==> src/logic/fdp_pkg.sv <==
// fdp_pkg: shared constants and types for the flash and debug protection controller
// assumes: nothing beyond a SystemVerilog compiler
package fdp_pkg;

   // protection modes, encoded as stored in the nonvolatile image
   typedef enum logic [1:0] {
      FDP_MODE_OPEN,
      FDP_MODE_PROT,
      FDP_MODE_KILL
   } fdp_mode_t;

   // mode change requests issued by firmware
   typedef enum logic [1:0] {
      FDP_REQ_NONE,
      FDP_REQ_TO_OPEN,
      FDP_REQ_TO_PROT,
      FDP_REQ_TO_KILL
   } fdp_req_t;

   // flash operation kinds
   typedef enum logic [1:0] {
      FDP_OP_READ,
      FDP_OP_WRITE,
      FDP_OP_ERASE
   } fdp_op_t;

   // reset values
   localparam logic [1:0] FDP_MODE_RST   = 2'h0;
   localparam logic       FDP_DBG_EN_RST = 1'h1;
   localparam logic       FDP_SECURE_RST = 1'h0;
   localparam logic       FDP_ERASED_RST = 1'h0;

   // synchroniser depth for pin inputs
   localparam int FDP_SYNC_STAGES = 2;

   // default row count
   localparam int FDP_ROWS_DEF = 256;

endpackage

==> src/logic/fdp_ctrl.sv <==
// fdp_ctrl: flash and debug access protection controller
// assumes: single clock sys_clk; debug host lines arrive as pins and are synchronised here;
// firmware side signals come from logic on sys_clk
`timescale 1ns/1ps
`default_nettype none
module fdp_ctrl #(
   parameter int ROWS = fdp_pkg::FDP_ROWS_DEF,
   parameter int RW   = $clog2(ROWS)
) (
   // clock and reset
   input  wire logic              sys_clk,
   input  wire logic              nrst,
   // firmware controls
   input  wire logic              fw_dbg_dis,
   input  wire logic              fw_dbg_en,
   input  wire fdp_pkg::fdp_req_t fw_mode_req,
   input  wire logic              fw_secure_set,
   input  wire logic              fw_row_we,
   input  wire logic [RW-1:0]     fw_row_sel,
   input  wire logic              fw_row_rd_prot,
   input  wire logic              fw_row_wr_prot,
   // internal system-call flash operation
   input  wire logic              sc_req,
   input  wire fdp_pkg::fdp_op_t  sc_op,
   // external debug host pins
   input  wire logic              ext_dbg_req,
   input  wire logic              ext_erase_req,
   input  wire logic              ext_test_req,
   input  wire logic              ext_flash_req,
   input  wire logic              ext_flash_wr,
   input  wire logic [RW-1:0]     ext_flash_row,
   // flash erase completion from the flash macro
   input  wire logic              flash_erase_done,
   // access decisions
   output logic                   dbg_grant,
   output logic                   dbg_refuse,
   output logic                   erase_start,
   output logic                   erase_refuse,
   output logic                   test_grant,
   output logic                   flash_grant,
   output logic                   flash_refuse,
   output logic                   sc_grant,
   // status
   output fdp_pkg::fdp_mode_t     mode,
   output logic                   dbg_enabled,
   output logic                   secure_locked,
   output logic                   erased
);
   import fdp_pkg::*;

   fdp_mode_t mode_q;
   fdp_mode_t mode_d;
   logic      dbg_en_q;
   logic      secure_q;
   logic      erased_q;
   logic      erase_busy_q;
   logic      rows_clr;
   logic      rd_prot;
   logic      wr_prot;
   logic      ext_ok;
   logic      dbg_req_s;
   logic      erase_req_s;
   logic      test_req_s;
   logic      flash_req_s;
   logic      flash_wr_s;
   logic [RW-1:0] flash_row_s;
   logic      erase_req_q;
   logic      erase_rise;

   // pin synchronisers for host requests
   fdp_sync #(.W(5 + RW)) u_sync (
      .sys_clk (sys_clk),
      .nrst    (nrst),
      .async_i ({ext_dbg_req, ext_erase_req, ext_test_req, ext_flash_req, ext_flash_wr,
                 ext_flash_row}),
      .sync_o  ({dbg_req_s, erase_req_s, test_req_s, flash_req_s, flash_wr_s, flash_row_s})
   );

   // per-row protection table, cleared when a full erase completes
   fdp_rowprot #(.ROWS(ROWS), .RW(RW)) u_rows (
      .sys_clk      (sys_clk),
      .nrst         (nrst),
      .cfg_we       (fw_row_we),
      .cfg_row      (fw_row_sel),
      .cfg_rd_prot  (fw_row_rd_prot),
      .cfg_wr_prot  (fw_row_wr_prot),
      .clr_all      (rows_clr),
      .look_row     (flash_row_s),
      .look_rd_prot (rd_prot),
      .look_wr_prot (wr_prot)
   );

   // host debug and flash access only when open, debug on and not secured
   assign ext_ok = (mode_q == FDP_MODE_OPEN) && dbg_en_q && !secure_q;
   assign rows_clr = erase_busy_q && flash_erase_done;
   assign erase_rise = erase_req_s && !erase_req_q;

   // mode transitions
   always_comb begin
      mode_d = mode_q;
      case (mode_q)
         FDP_MODE_OPEN: begin
            if (fw_mode_req == FDP_REQ_TO_PROT) begin
               mode_d = FDP_MODE_PROT;
            end else if (fw_mode_req == FDP_REQ_TO_KILL) begin
               mode_d = FDP_MODE_KILL;
            end
         end
         FDP_MODE_PROT: begin
            if (fw_mode_req == FDP_REQ_TO_OPEN && erased_q) begin
               mode_d = FDP_MODE_OPEN;
            end
         end
         FDP_MODE_KILL: begin
            mode_d = FDP_MODE_KILL;
         end
         default: begin
            mode_d = FDP_MODE_KILL;
         end
      endcase
   end

   // protection mode register
   always_ff @(posedge sys_clk or negedge nrst) begin
      if (!nrst) begin
         mode_q <= fdp_mode_t'(FDP_MODE_RST);
      end else begin
         mode_q <= mode_d;
      end
   end

   // edge detect on synchronised erase request
   always_ff @(posedge sys_clk or negedge nrst) begin
      if (!nrst) begin
         erase_req_q <= 1'b0;
      end else begin
         erase_req_q <= erase_req_s;
      end
   end

   // full erase tracking; erase is launched by host, kill and security refuse it
   always_ff @(posedge sys_clk or negedge nrst) begin
      if (!nrst) begin
         erase_busy_q <= 1'b0;
         erased_q     <= FDP_ERASED_RST;
      end else begin
         if (erase_rise && mode_q != FDP_MODE_KILL && !secure_q && !erase_busy_q) begin
            erase_busy_q <= 1'b1;
            erased_q     <= 1'b0;
         end else if (rows_clr) begin
            erase_busy_q <= 1'b0;
            erased_q     <= 1'b1;
         end else if (fw_row_we || (sc_req && sc_op != FDP_OP_READ)) begin
            erased_q <= 1'b0;
         end
      end
   end

   // debug enable: firmware only; re-enable needs erase then open mode
   always_ff @(posedge sys_clk or negedge nrst) begin
      if (!nrst) begin
         dbg_en_q <= FDP_DBG_EN_RST;
      end else if (fw_dbg_dis) begin
         dbg_en_q <= 1'b0;
      end else if (fw_dbg_en && (dbg_en_q || (erased_q && mode_q == FDP_MODE_OPEN))) begin
         dbg_en_q <= 1'b1;
      end
   end

   // device security latch, never cleared except by power-on reset of the image
   always_ff @(posedge sys_clk or negedge nrst) begin
      if (!nrst) begin
         secure_q <= FDP_SECURE_RST;
      end else if (fw_secure_set) begin
         secure_q <= 1'b1;
      end
   end

   // registered access decisions
   always_ff @(posedge sys_clk or negedge nrst) begin
      if (!nrst) begin
         dbg_grant    <= 1'b0;
         dbg_refuse   <= 1'b0;
         erase_start  <= 1'b0;
         erase_refuse <= 1'b0;
         test_grant   <= 1'b0;
         flash_grant  <= 1'b0;
         flash_refuse <= 1'b0;
         sc_grant     <= 1'b0;
      end else begin
         dbg_grant    <= dbg_req_s && ext_ok;
         dbg_refuse   <= dbg_req_s && !ext_ok;
         erase_start  <= erase_rise && mode_q != FDP_MODE_KILL && !secure_q && !erase_busy_q;
         erase_refuse <= erase_rise && (mode_q == FDP_MODE_KILL || secure_q);
         test_grant   <= test_req_s && !secure_q;
         flash_grant  <= flash_req_s && ext_ok && !(flash_wr_s ? wr_prot : rd_prot);
         flash_refuse <= flash_req_s && !(ext_ok && !(flash_wr_s ? wr_prot : rd_prot));
         sc_grant     <= sc_req;
      end
   end

   // status outputs
   always_ff @(posedge sys_clk or negedge nrst) begin
      if (!nrst) begin
         mode          <= fdp_mode_t'(FDP_MODE_RST);
         dbg_enabled   <= FDP_DBG_EN_RST;
         secure_locked <= FDP_SECURE_RST;
         erased        <= FDP_ERASED_RST;
      end else begin
         mode          <= mode_q;
         dbg_enabled   <= dbg_en_q;
         secure_locked <= secure_q;
         erased        <= erased_q;
      end
   end

   // kill mode is never left
   kill_sticky_a: assert property (@(posedge sys_clk) disable iff (!nrst)
      mode_q == FDP_MODE_KILL |=> mode_q == FDP_MODE_KILL)
      else $error("kill mode was left");

   // protected to open only with erase done, checked on the stored mode
   prot_exit_a: assert property (@(posedge sys_clk) disable iff (!nrst)
      mode_q == FDP_MODE_PROT ##1 mode_q == FDP_MODE_OPEN |-> $past(erased_q))
      else $error("left protected without erase");

   // debug refused outside open mode
   dbg_block_a: assert property (@(posedge sys_clk) disable iff (!nrst)
      dbg_req_s && mode_q != FDP_MODE_OPEN |=> !dbg_grant && dbg_refuse)
      else $error("debug granted while protected");

   // kill reached only from open
   kill_entry_a: assert property (@(posedge sys_clk) disable iff (!nrst)
      mode_q != FDP_MODE_KILL ##1 mode_q == FDP_MODE_KILL |-> $past(mode_q) == FDP_MODE_OPEN)
      else $error("kill entered from wrong mode");

   // host erase refused in kill
   kill_erase_a: assert property (@(posedge sys_clk) disable iff (!nrst)
      erase_rise && mode_q == FDP_MODE_KILL |=> erase_refuse && !erase_start)
      else $error("erase accepted in kill");

   // security never clears and blocks host debug, test and flash grants
   secure_lock_a: assert property (@(posedge sys_clk) disable iff (!nrst)
      secure_q |=> secure_q && !dbg_grant && !test_grant && !flash_grant)
      else $error("security released or bypassed");

   // debug does not return without erase and open mode
   dbg_reen_a: assert property (@(posedge sys_clk) disable iff (!nrst)
      !dbg_en_q ##1 dbg_en_q |-> $past(erased_q) && $past(mode_q) == FDP_MODE_OPEN)
      else $error("debug re-enabled illegally");

   // debug disable only on firmware request
   dbg_off_a: assert property (@(posedge sys_clk) disable iff (!nrst)
      dbg_en_q && !fw_dbg_dis |=> dbg_en_q)
      else $error("debug dropped without firmware");

   // system calls always served
   sc_serve_a: assert property (@(posedge sys_clk) disable iff (!nrst)
      sc_req |=> sc_grant)
      else $error("system call refused");

   // protected row refuses host access
   row_prot_a: assert property (@(posedge sys_clk) disable iff (!nrst)
      flash_req_s && (flash_wr_s ? wr_prot : rd_prot) |=> flash_refuse && !flash_grant)
      else $error("protected row accessed");

   // no request leaves mode unchanged
   mode_hold_a: assert property (@(posedge sys_clk) disable iff (!nrst)
      fw_mode_req == FDP_REQ_NONE |=> mode_q == $past(mode_q))
      else $error("mode changed without request");

   // open mode with debug on and no security grants debug
   open_free_a: assert property (@(posedge sys_clk) disable iff (!nrst)
      dbg_req_s && ext_ok |=> dbg_grant)
      else $error("open mode refused debug");

   // firmware request moves open to protected
   prot_entry_a: assert property (@(posedge sys_clk) disable iff (!nrst)
      mode_q == FDP_MODE_OPEN && fw_mode_req == FDP_REQ_TO_PROT |=> mode_q == FDP_MODE_PROT)
      else $error("protect request not taken");

   // firmware debug-off always takes effect
   dbg_dis_a: assert property (@(posedge sys_clk) disable iff (!nrst)
      fw_dbg_dis |=> !dbg_en_q)
      else $error("debug stayed on after firmware off");

   // finished full erase leaves no row protected
   row_clear_a: assert property (@(posedge sys_clk) disable iff (!nrst)
      rows_clr |=> !rd_prot && !wr_prot)
      else $error("row protection kept after erase");
endmodule
`default_nettype wire

==> src/logic/fdp_sync.sv <==
// fdp_sync: two flip-flop synchroniser for a vector of pin levels
// assumes: inputs are asynchronous levels; outputs are used on sys_clk
`timescale 1ns/1ps
`default_nettype none
module fdp_sync #(
   parameter int W = 1
) (
   // clock and reset
   input  wire logic         sys_clk,
   input  wire logic         nrst,
   // levels
   input  wire logic [W-1:0] async_i,
   output logic      [W-1:0] sync_o
);
   logic [W-1:0] meta_q;

   // first stage feeds only the second stage
   always_ff @(posedge sys_clk or negedge nrst) begin
      if (!nrst) begin
         meta_q <= '0;
         sync_o <= '0;
      end else begin
         meta_q <= async_i;
         sync_o <= meta_q;
      end
   end
endmodule
`default_nettype wire

==> src/logic/fdp_rowprot.sv <==
// fdp_rowprot: per row read and write protection bits with lookup
// assumes: row bits are loaded by firmware; all inputs on sys_clk
`timescale 1ns/1ps
`default_nettype none
module fdp_rowprot #(
   parameter int ROWS = 256,
   parameter int RW   = $clog2(ROWS)
) (
   // clock and reset
   input  wire logic          sys_clk,
   input  wire logic          nrst,
   // configuration write
   input  wire logic          cfg_we,
   input  wire logic [RW-1:0] cfg_row,
   input  wire logic          cfg_rd_prot,
   input  wire logic          cfg_wr_prot,
   input  wire logic          clr_all,
   // lookup
   input  wire logic [RW-1:0] look_row,
   output logic               look_rd_prot,
   output logic               look_wr_prot
);
   logic [ROWS-1:0] rd_prot_q;
   logic [ROWS-1:0] wr_prot_q;

   // one pair of bits per row, cleared together on full clear
   for (genvar i = 0; i < ROWS; i++) begin : g_row
      always_ff @(posedge sys_clk or negedge nrst) begin
         if (!nrst) begin
            rd_prot_q[i] <= 1'b0;
            wr_prot_q[i] <= 1'b0;
         end else if (clr_all) begin
            rd_prot_q[i] <= 1'b0;
            wr_prot_q[i] <= 1'b0;
         end else if (cfg_we && cfg_row == RW'(i)) begin
            rd_prot_q[i] <= cfg_rd_prot;
            wr_prot_q[i] <= cfg_wr_prot;
         end
      end
   end

   // indexed lookup
   assign look_rd_prot = rd_prot_q[look_row];
   assign look_wr_prot = wr_prot_q[look_row];
endmodule
`default_nettype wire

==> config.mk <==
export PLATFORM = sky130hd
export DESIGN_NAME = fdp_ctrl
export DESIGN_NICKNAME = d
export VERILOG_FILES = /design/src/logic/fdp_pkg.sv /design/src/logic/fdp_ctrl.sv /design/src/logic/fdp_sync.sv /design/src/logic/fdp_rowprot.sv
export SDC_FILE = /design/constraint.sdc
export NUM_CORES = 1
export LEC_CHECK = 0
export ABC_AREA = 1
export BUFFER_PORTS_ARGS = -buffer_cell sky130_fd_sc_hd__buf_2
export CAP_MARGIN = 20
export CORE_UTILIZATION = 35
export DETAILED_ROUTE_END_ITERATION = 8
export GPL_ROUTABILITY_DRIVEN = 0
export GPL_TIMING_DRIVEN = 0
export PLACE_DENSITY_LB_ADDON = 0.15
export SLEW_MARGIN = 20
export SYNTH_ARGS = -nofsm -noshare
export SYNTH_HDL_FRONTEND = slang
export SYNTH_HIERARCHICAL = 1
export SYNTH_SLANG_ARGS = --single-unit
==> constraint.sdc <==
create_clock -name sys_clk -period 2.9 [get_ports sys_clk]
set_input_delay 0.145 -clock sys_clk [delete_from_list [all_inputs] [get_ports sys_clk]]
set_output_delay 0.145 -clock sys_clk [all_outputs]
set_load 0.01 [all_outputs]
* Word level (Yosys, flattened, before mapping)
Cells that the tools add are included.
Storage, ports and cells: flip-flop bits (word level) 558, input port bits 35, output and inout bits 13, word-level logic and storage cells 2383
Operators by class: magnitude comparators 1, equality and inequality tests 263, multiplexer cells 1040, reductions and logical operators 547
Operators by type and width (count):
- $mux 1 | 1034
- $eq 8x8->1 const B | 128
- $reduce_bool 2->1 | 259
- $eq 8x7->1 const B | 64
- $logic_and 1x1->1 | 275
- $eq 8x6->1 const B | 32
- $eq 8x5->1 const B | 16
- $eq 8x4->1 const B | 8
- $eq 8x3->1 const B | 4
- $bmux 1 s8 | 2
- $eq 8x2->1 const B | 2
- $lt 8x9->1 const B | 1
- $eq 8x1->1 const B | 1
- $logic_not 8->1 | 1
- $eq 2x2->1 const B | 3
- $logic_not 1->1 | 6
- $mux 2 | 3
- $eq 2x1->1 const B | 2
- $ne 2x2->1 const B | 2
- $pmux 2 s2 | 1
- $logic_or 1x1->1 | 3
- $ne 3x1->1 const B | 1
- $reduce_bool 3->1 | 1
- $logic_not 2->1 | 1
- $reduce_and 2->1 | 1

* Longest topological paths before layout
depth in word-level cells 7, gate-level depth with buffers 18

* Modules after synthesis
The synthesis kept the hierarchy.
Modules (own cells, without submodules):
- fdp_rowprot | instances 1, cells an instance 3588, area each 26047.5 µm², seq. area each 12812.3 µm²
- fdp_ctrl | instances 1, cells an instance 67, area each 718.2 µm², seq. area each 503.0 µm²
- fdp_sync | instances 1, cells an instance 26, area each 650.6 µm², seq. area each 650.6 µm²

* Worst setup path before layout
Ideal clock, no wire load.
path type reg-to-reg, start point register u_sync.sync_o[0], end point register flash_refuse, library setup time 0.071 ns, arrival 1.828 ns, slack 1.001 ns, stages on the path, launching flop included 19, buffers on the path 3, cells stage by stage dfrtp_1 -> buf_4 -> inv_4 -> buf_6 -> buf_2 -> nand2_1 -> nand3_1 -> nand3_1 -> nand3_1 -> nand3_1 -> nand2_1 -> nand2_1 -> nand3_1 -> nand3_1 -> nand2_1 -> inv_1 -> o21ai_0 -> nor2_1 -> nor2_1
On the way: cells in the longest elaborated chain, start to end 7
RTL lines:
- start, declared | RTL line fdp_sync.sv:13 | output logic [W-1:0] sync_o
- start signal, assigned | RTL line fdp_sync.sv:24 | sync_o <= meta_q;
- $bmux 1 s8 | RTL line fdp_rowprot.sv:43 | assign look_rd_prot = rd_prot_q[look_row];
- $mux 1 (not written as such) | RTL line fdp_rowprot.sv:43
- via rd_prot | RTL line fdp_ctrl.sv:58 | logic rd_prot;
- $mux 1 | RTL line fdp_ctrl.sv:197 | flash_refuse <= flash_req_s && !(ext_ok && !(flash_wr_s ? wr_prot : rd_prot));
- $logic_not 1->1 | RTL line fdp_ctrl.sv:197
- $logic_and 1x1->1 | RTL line fdp_ctrl.sv:197
- $logic_not 1->1 | RTL line fdp_ctrl.sv:197
- $logic_and 1x1->1 | RTL line fdp_ctrl.sv:197
- end signal, assigned | RTL line fdp_ctrl.sv:197
- end, declared | RTL line fdp_ctrl.sv:41 | output logic flash_refuse,
The timed path passes the listed nets, and every way through them passes these cells. The select of a mux whose other input is x is not followed. A chain may end at the register's enable or synchronous reset.

* Worst setup path in the final report
start point register u_sync.sync_o[2], end point register flash_refuse
Same word-level chain as after synthesis.

==> results.md <==
- Worst reg2reg path startpoint: u_sync/sync_o[2]
- Area share of the largest cell type after synthesis: 0.507
- Clock-pin slew on the worst setup and hold paths: 0.06 ns
- Vias in the first global route: 25,800
- Die Ht: 282 um
- Synth cell types: 26
- Routed WL per cell: 25.6 um
- Top FF cell, synth: dfrtp_1
- Fin. max-slew vios: 0
- DR vias: 26,800
- First-pass GRT wire length: 180 mm
- Crit. Startpoint: u_sync/sync_o[2]
- #FFs+latches synth: 558
- H-tree Lvls: 3
- First-pass DRT Iterations: 8
- Synth Cell Area: 0.0274 mm^2
- CP required: 3.45 ns
- Peak supply drop: 0.458 mV
- Initial antenna violation count: 5
- Warnings, synthesis: 6
- Worst Setup Slack, final: 0.00731 ns
- Maximum capacitance violations: 0
- CTS tree: done
- PwrDens: 631 mW/mm^2
- Minimum clock period: 2.89 ns
- Post-CTS Setup Bufs: 0
- Clock latency on the worst-skew pair: 0.62 ns
- Data arrival, critical path: 3.44 ns
- Setup CP Type: reg2reg
- EDFF count, synth: 0
- Clock buffer depth: 3
- Synth area leader: dfrtp_1
- HPWL after detailed placement: 87.9 mm
- Area growth syn-to-layout: 16.0%
- Gr ovfl total: 0
- WHS: 0.0253 ns
- FP Rows: 102
- ANT nets after route: 0
- Drt drc: 0
- Die area: 0.0795 mm^2
- Hold Fails Final Rpt: 0
- Max Freq: 346 MHz
- Syn_nets: 3,716
- Final Core Density: 0.411
- Synth top cells by count: 1,109 x nand2_1, 556 x dfrtp_1, 498 x nand3_1
- Ys async rst share: 1.00
- Number of port buffers: 47
- Slew at the pin with the worst max-slew slack: 1.15 ns
- Core footprint: 0.0775 mm^2
- Starting Density: 0.354
- Final wirelength: 126 mm
- Pre-CTS setup slack: -0.593 ns
- Vias per inst: 5.45
- Post-route insts no fill: 4,919
- CP Capture Type: flip-flop
- Hold WC Path Type: in2async
- Syn Inst Count: 3,681
- Root Driver: clkbuf_16
- Die width: 282 um
- Placed Cells: 4,774
- Final cycle utilization of the critical path: 0.997
- Number of CTS-inserted buffers: 68
- Critical Path Source Type: flip-flop
- Sequential fraction of the synthesis area: 0.509
- Layout Skew: 0.0201 ns
- Proportion of layout cells with a drive suffix above 1: 0.107
- # setup viols final: 0
- Fillers: 8,241
- Crit path max fanout: 10
- Most common cell in the netlist: nand2_1
- RSZ-0062 raised after global routing: true
- Slew HR: 0.233
- IO Pins: 48
- Largest cells by area after synthesis: dfrtp_1 51%, nand2_1 15%, nand3_1 9.1%
- 1st-iter DRT viols: 3,446
- Static Leak: 0.0135 uW
- Total Routing Usage GR: 0.320
- Largest net degree at the start of global routing: 93
- Status: finished clean
- Clock sink total: 558
- Synth Area per Inst: 7.45 um^2
- # nets final: 3,862
-- critical path, stage by stage (launching register included) --
cell and delay [ns]:
dfrtp_1 0.38, inv_2 0.27, clkdlybuf4s15_2 0.64, nand3_1 0.28, nand3_1 0.13, nand3_1 0.22, nand2_1 0.15, nand2_1 0.06
nand3_1 0.08, nand3_1 0.06, nand2_1 0.13, inv_1 0.07, o21ai_2 0.19, nor2_1 0.07, nor2_1 0.09
-- final timing paths --
path                                          to  slack [ns]  cells after the start
hold / removal             u_rows/wr_prot_q[149]        0.03                      2
setup reg to reg                    flash_refuse       0.007                     14
min in group sys_clk       u_rows/rd_prot_q[114]        0.05                      6
hold reg to reg                 u_sync/sync_o[9]        0.34                      0
setup / recovery                    flash_refuse       0.007                     14
max in group asynchronous               dbg_en_q        1.16                      5
-- cell type report --
class	count	area [um^2]	share of cell area
Sequential cell	558	14000	0.439
Multi-Input combinational cell	2629	11400	0.358
Clock buffer	99	2030	0.0638
Tap cell	1040	1300	0.0409
Buffer	212	1180	0.0371
Inverter	281	1060	0.0334
Timing Repair Buffer	77	651	0.0205
Clock inverter	22	215	0.00677
Antenna cell	1	2.50	0.0000787
-- per-stage QoR --
step                      TNS [ns]  power [uW]  cell area (um^2)
after CTS                        0       20100             31700
after floorplan                  0       10100             27400
after global routing       -0.0363       20800             31800
after global placement    -5934.64       11300             29000
after detailed placement     -4.09       11400             29100
final                            0       20100             31800
-- state kept, by name (all words and copies together), names as in the netlist, 2 cells and up --
name,count
u_rows/wr_prot_q,256
u_sync/meta_q,13
mode,2
u_sync/sync_o,13
u_rows/rd_prot_q,256
mode_q,2
-- routing by layer --
metal / wire length (um) / GRT usage / vias up
met5: 0 / 0 / -
met4: 7900 / 0.178 / 0
met3: 13400 / 0.0801 / 341
met2: 52900 / 0.473 / 1442
met1: 51800 / 0.428 / 12900
li1: - / - / 12100
-- timing repair --
item,in CTS,in global routing
pin swaps,0,0
gates cloned,0,0
hold buffers,24,0
gates resized for setup,55,88
endpoints found under the setup margin,61,142
hold endpoints to repair,234,0
-- report_power, final --
part	internal (uW)	leakage, uW	switching [uW]
Clock	5130	0.00112	3550
Combinational	721	0.00482	1960
Sequential	8370	0.00755	326
-- cell usage in the layout, fill, tap and decap left out, drive strengths merged --
cell type and n:
nand2 1110, dfrtp 556, o21ai 513, nand3 499, nor2 436, inv 284, clkbuf 213, buf 143
a21oi 66, dlygate4sd3 24, clkinv 15, clkdlybuf4s15 7, bufinv 3, dfstp 2, nor3 2, diode 1
a31oi 1, or2 1, o31ai 1, clkinvlp 1, clkdlybuf4s18 1
-- kinds of logic (layout without fill, tap and decap cells) --
kind of cell | after synthesis | in the layout | share of synthesized area
AO/OA/AOI/OAI | 581 | 581 | 0.106
flip-flops | 558 | 558 | 0.509
other | 0 | 1 | 0
AND/OR/NAND/NOR | 2048 | 2048 | 0.309
buffers and inverters | 494 | 691 | 0.0750
Note: power is estimated with default switching activity, not from simulation.
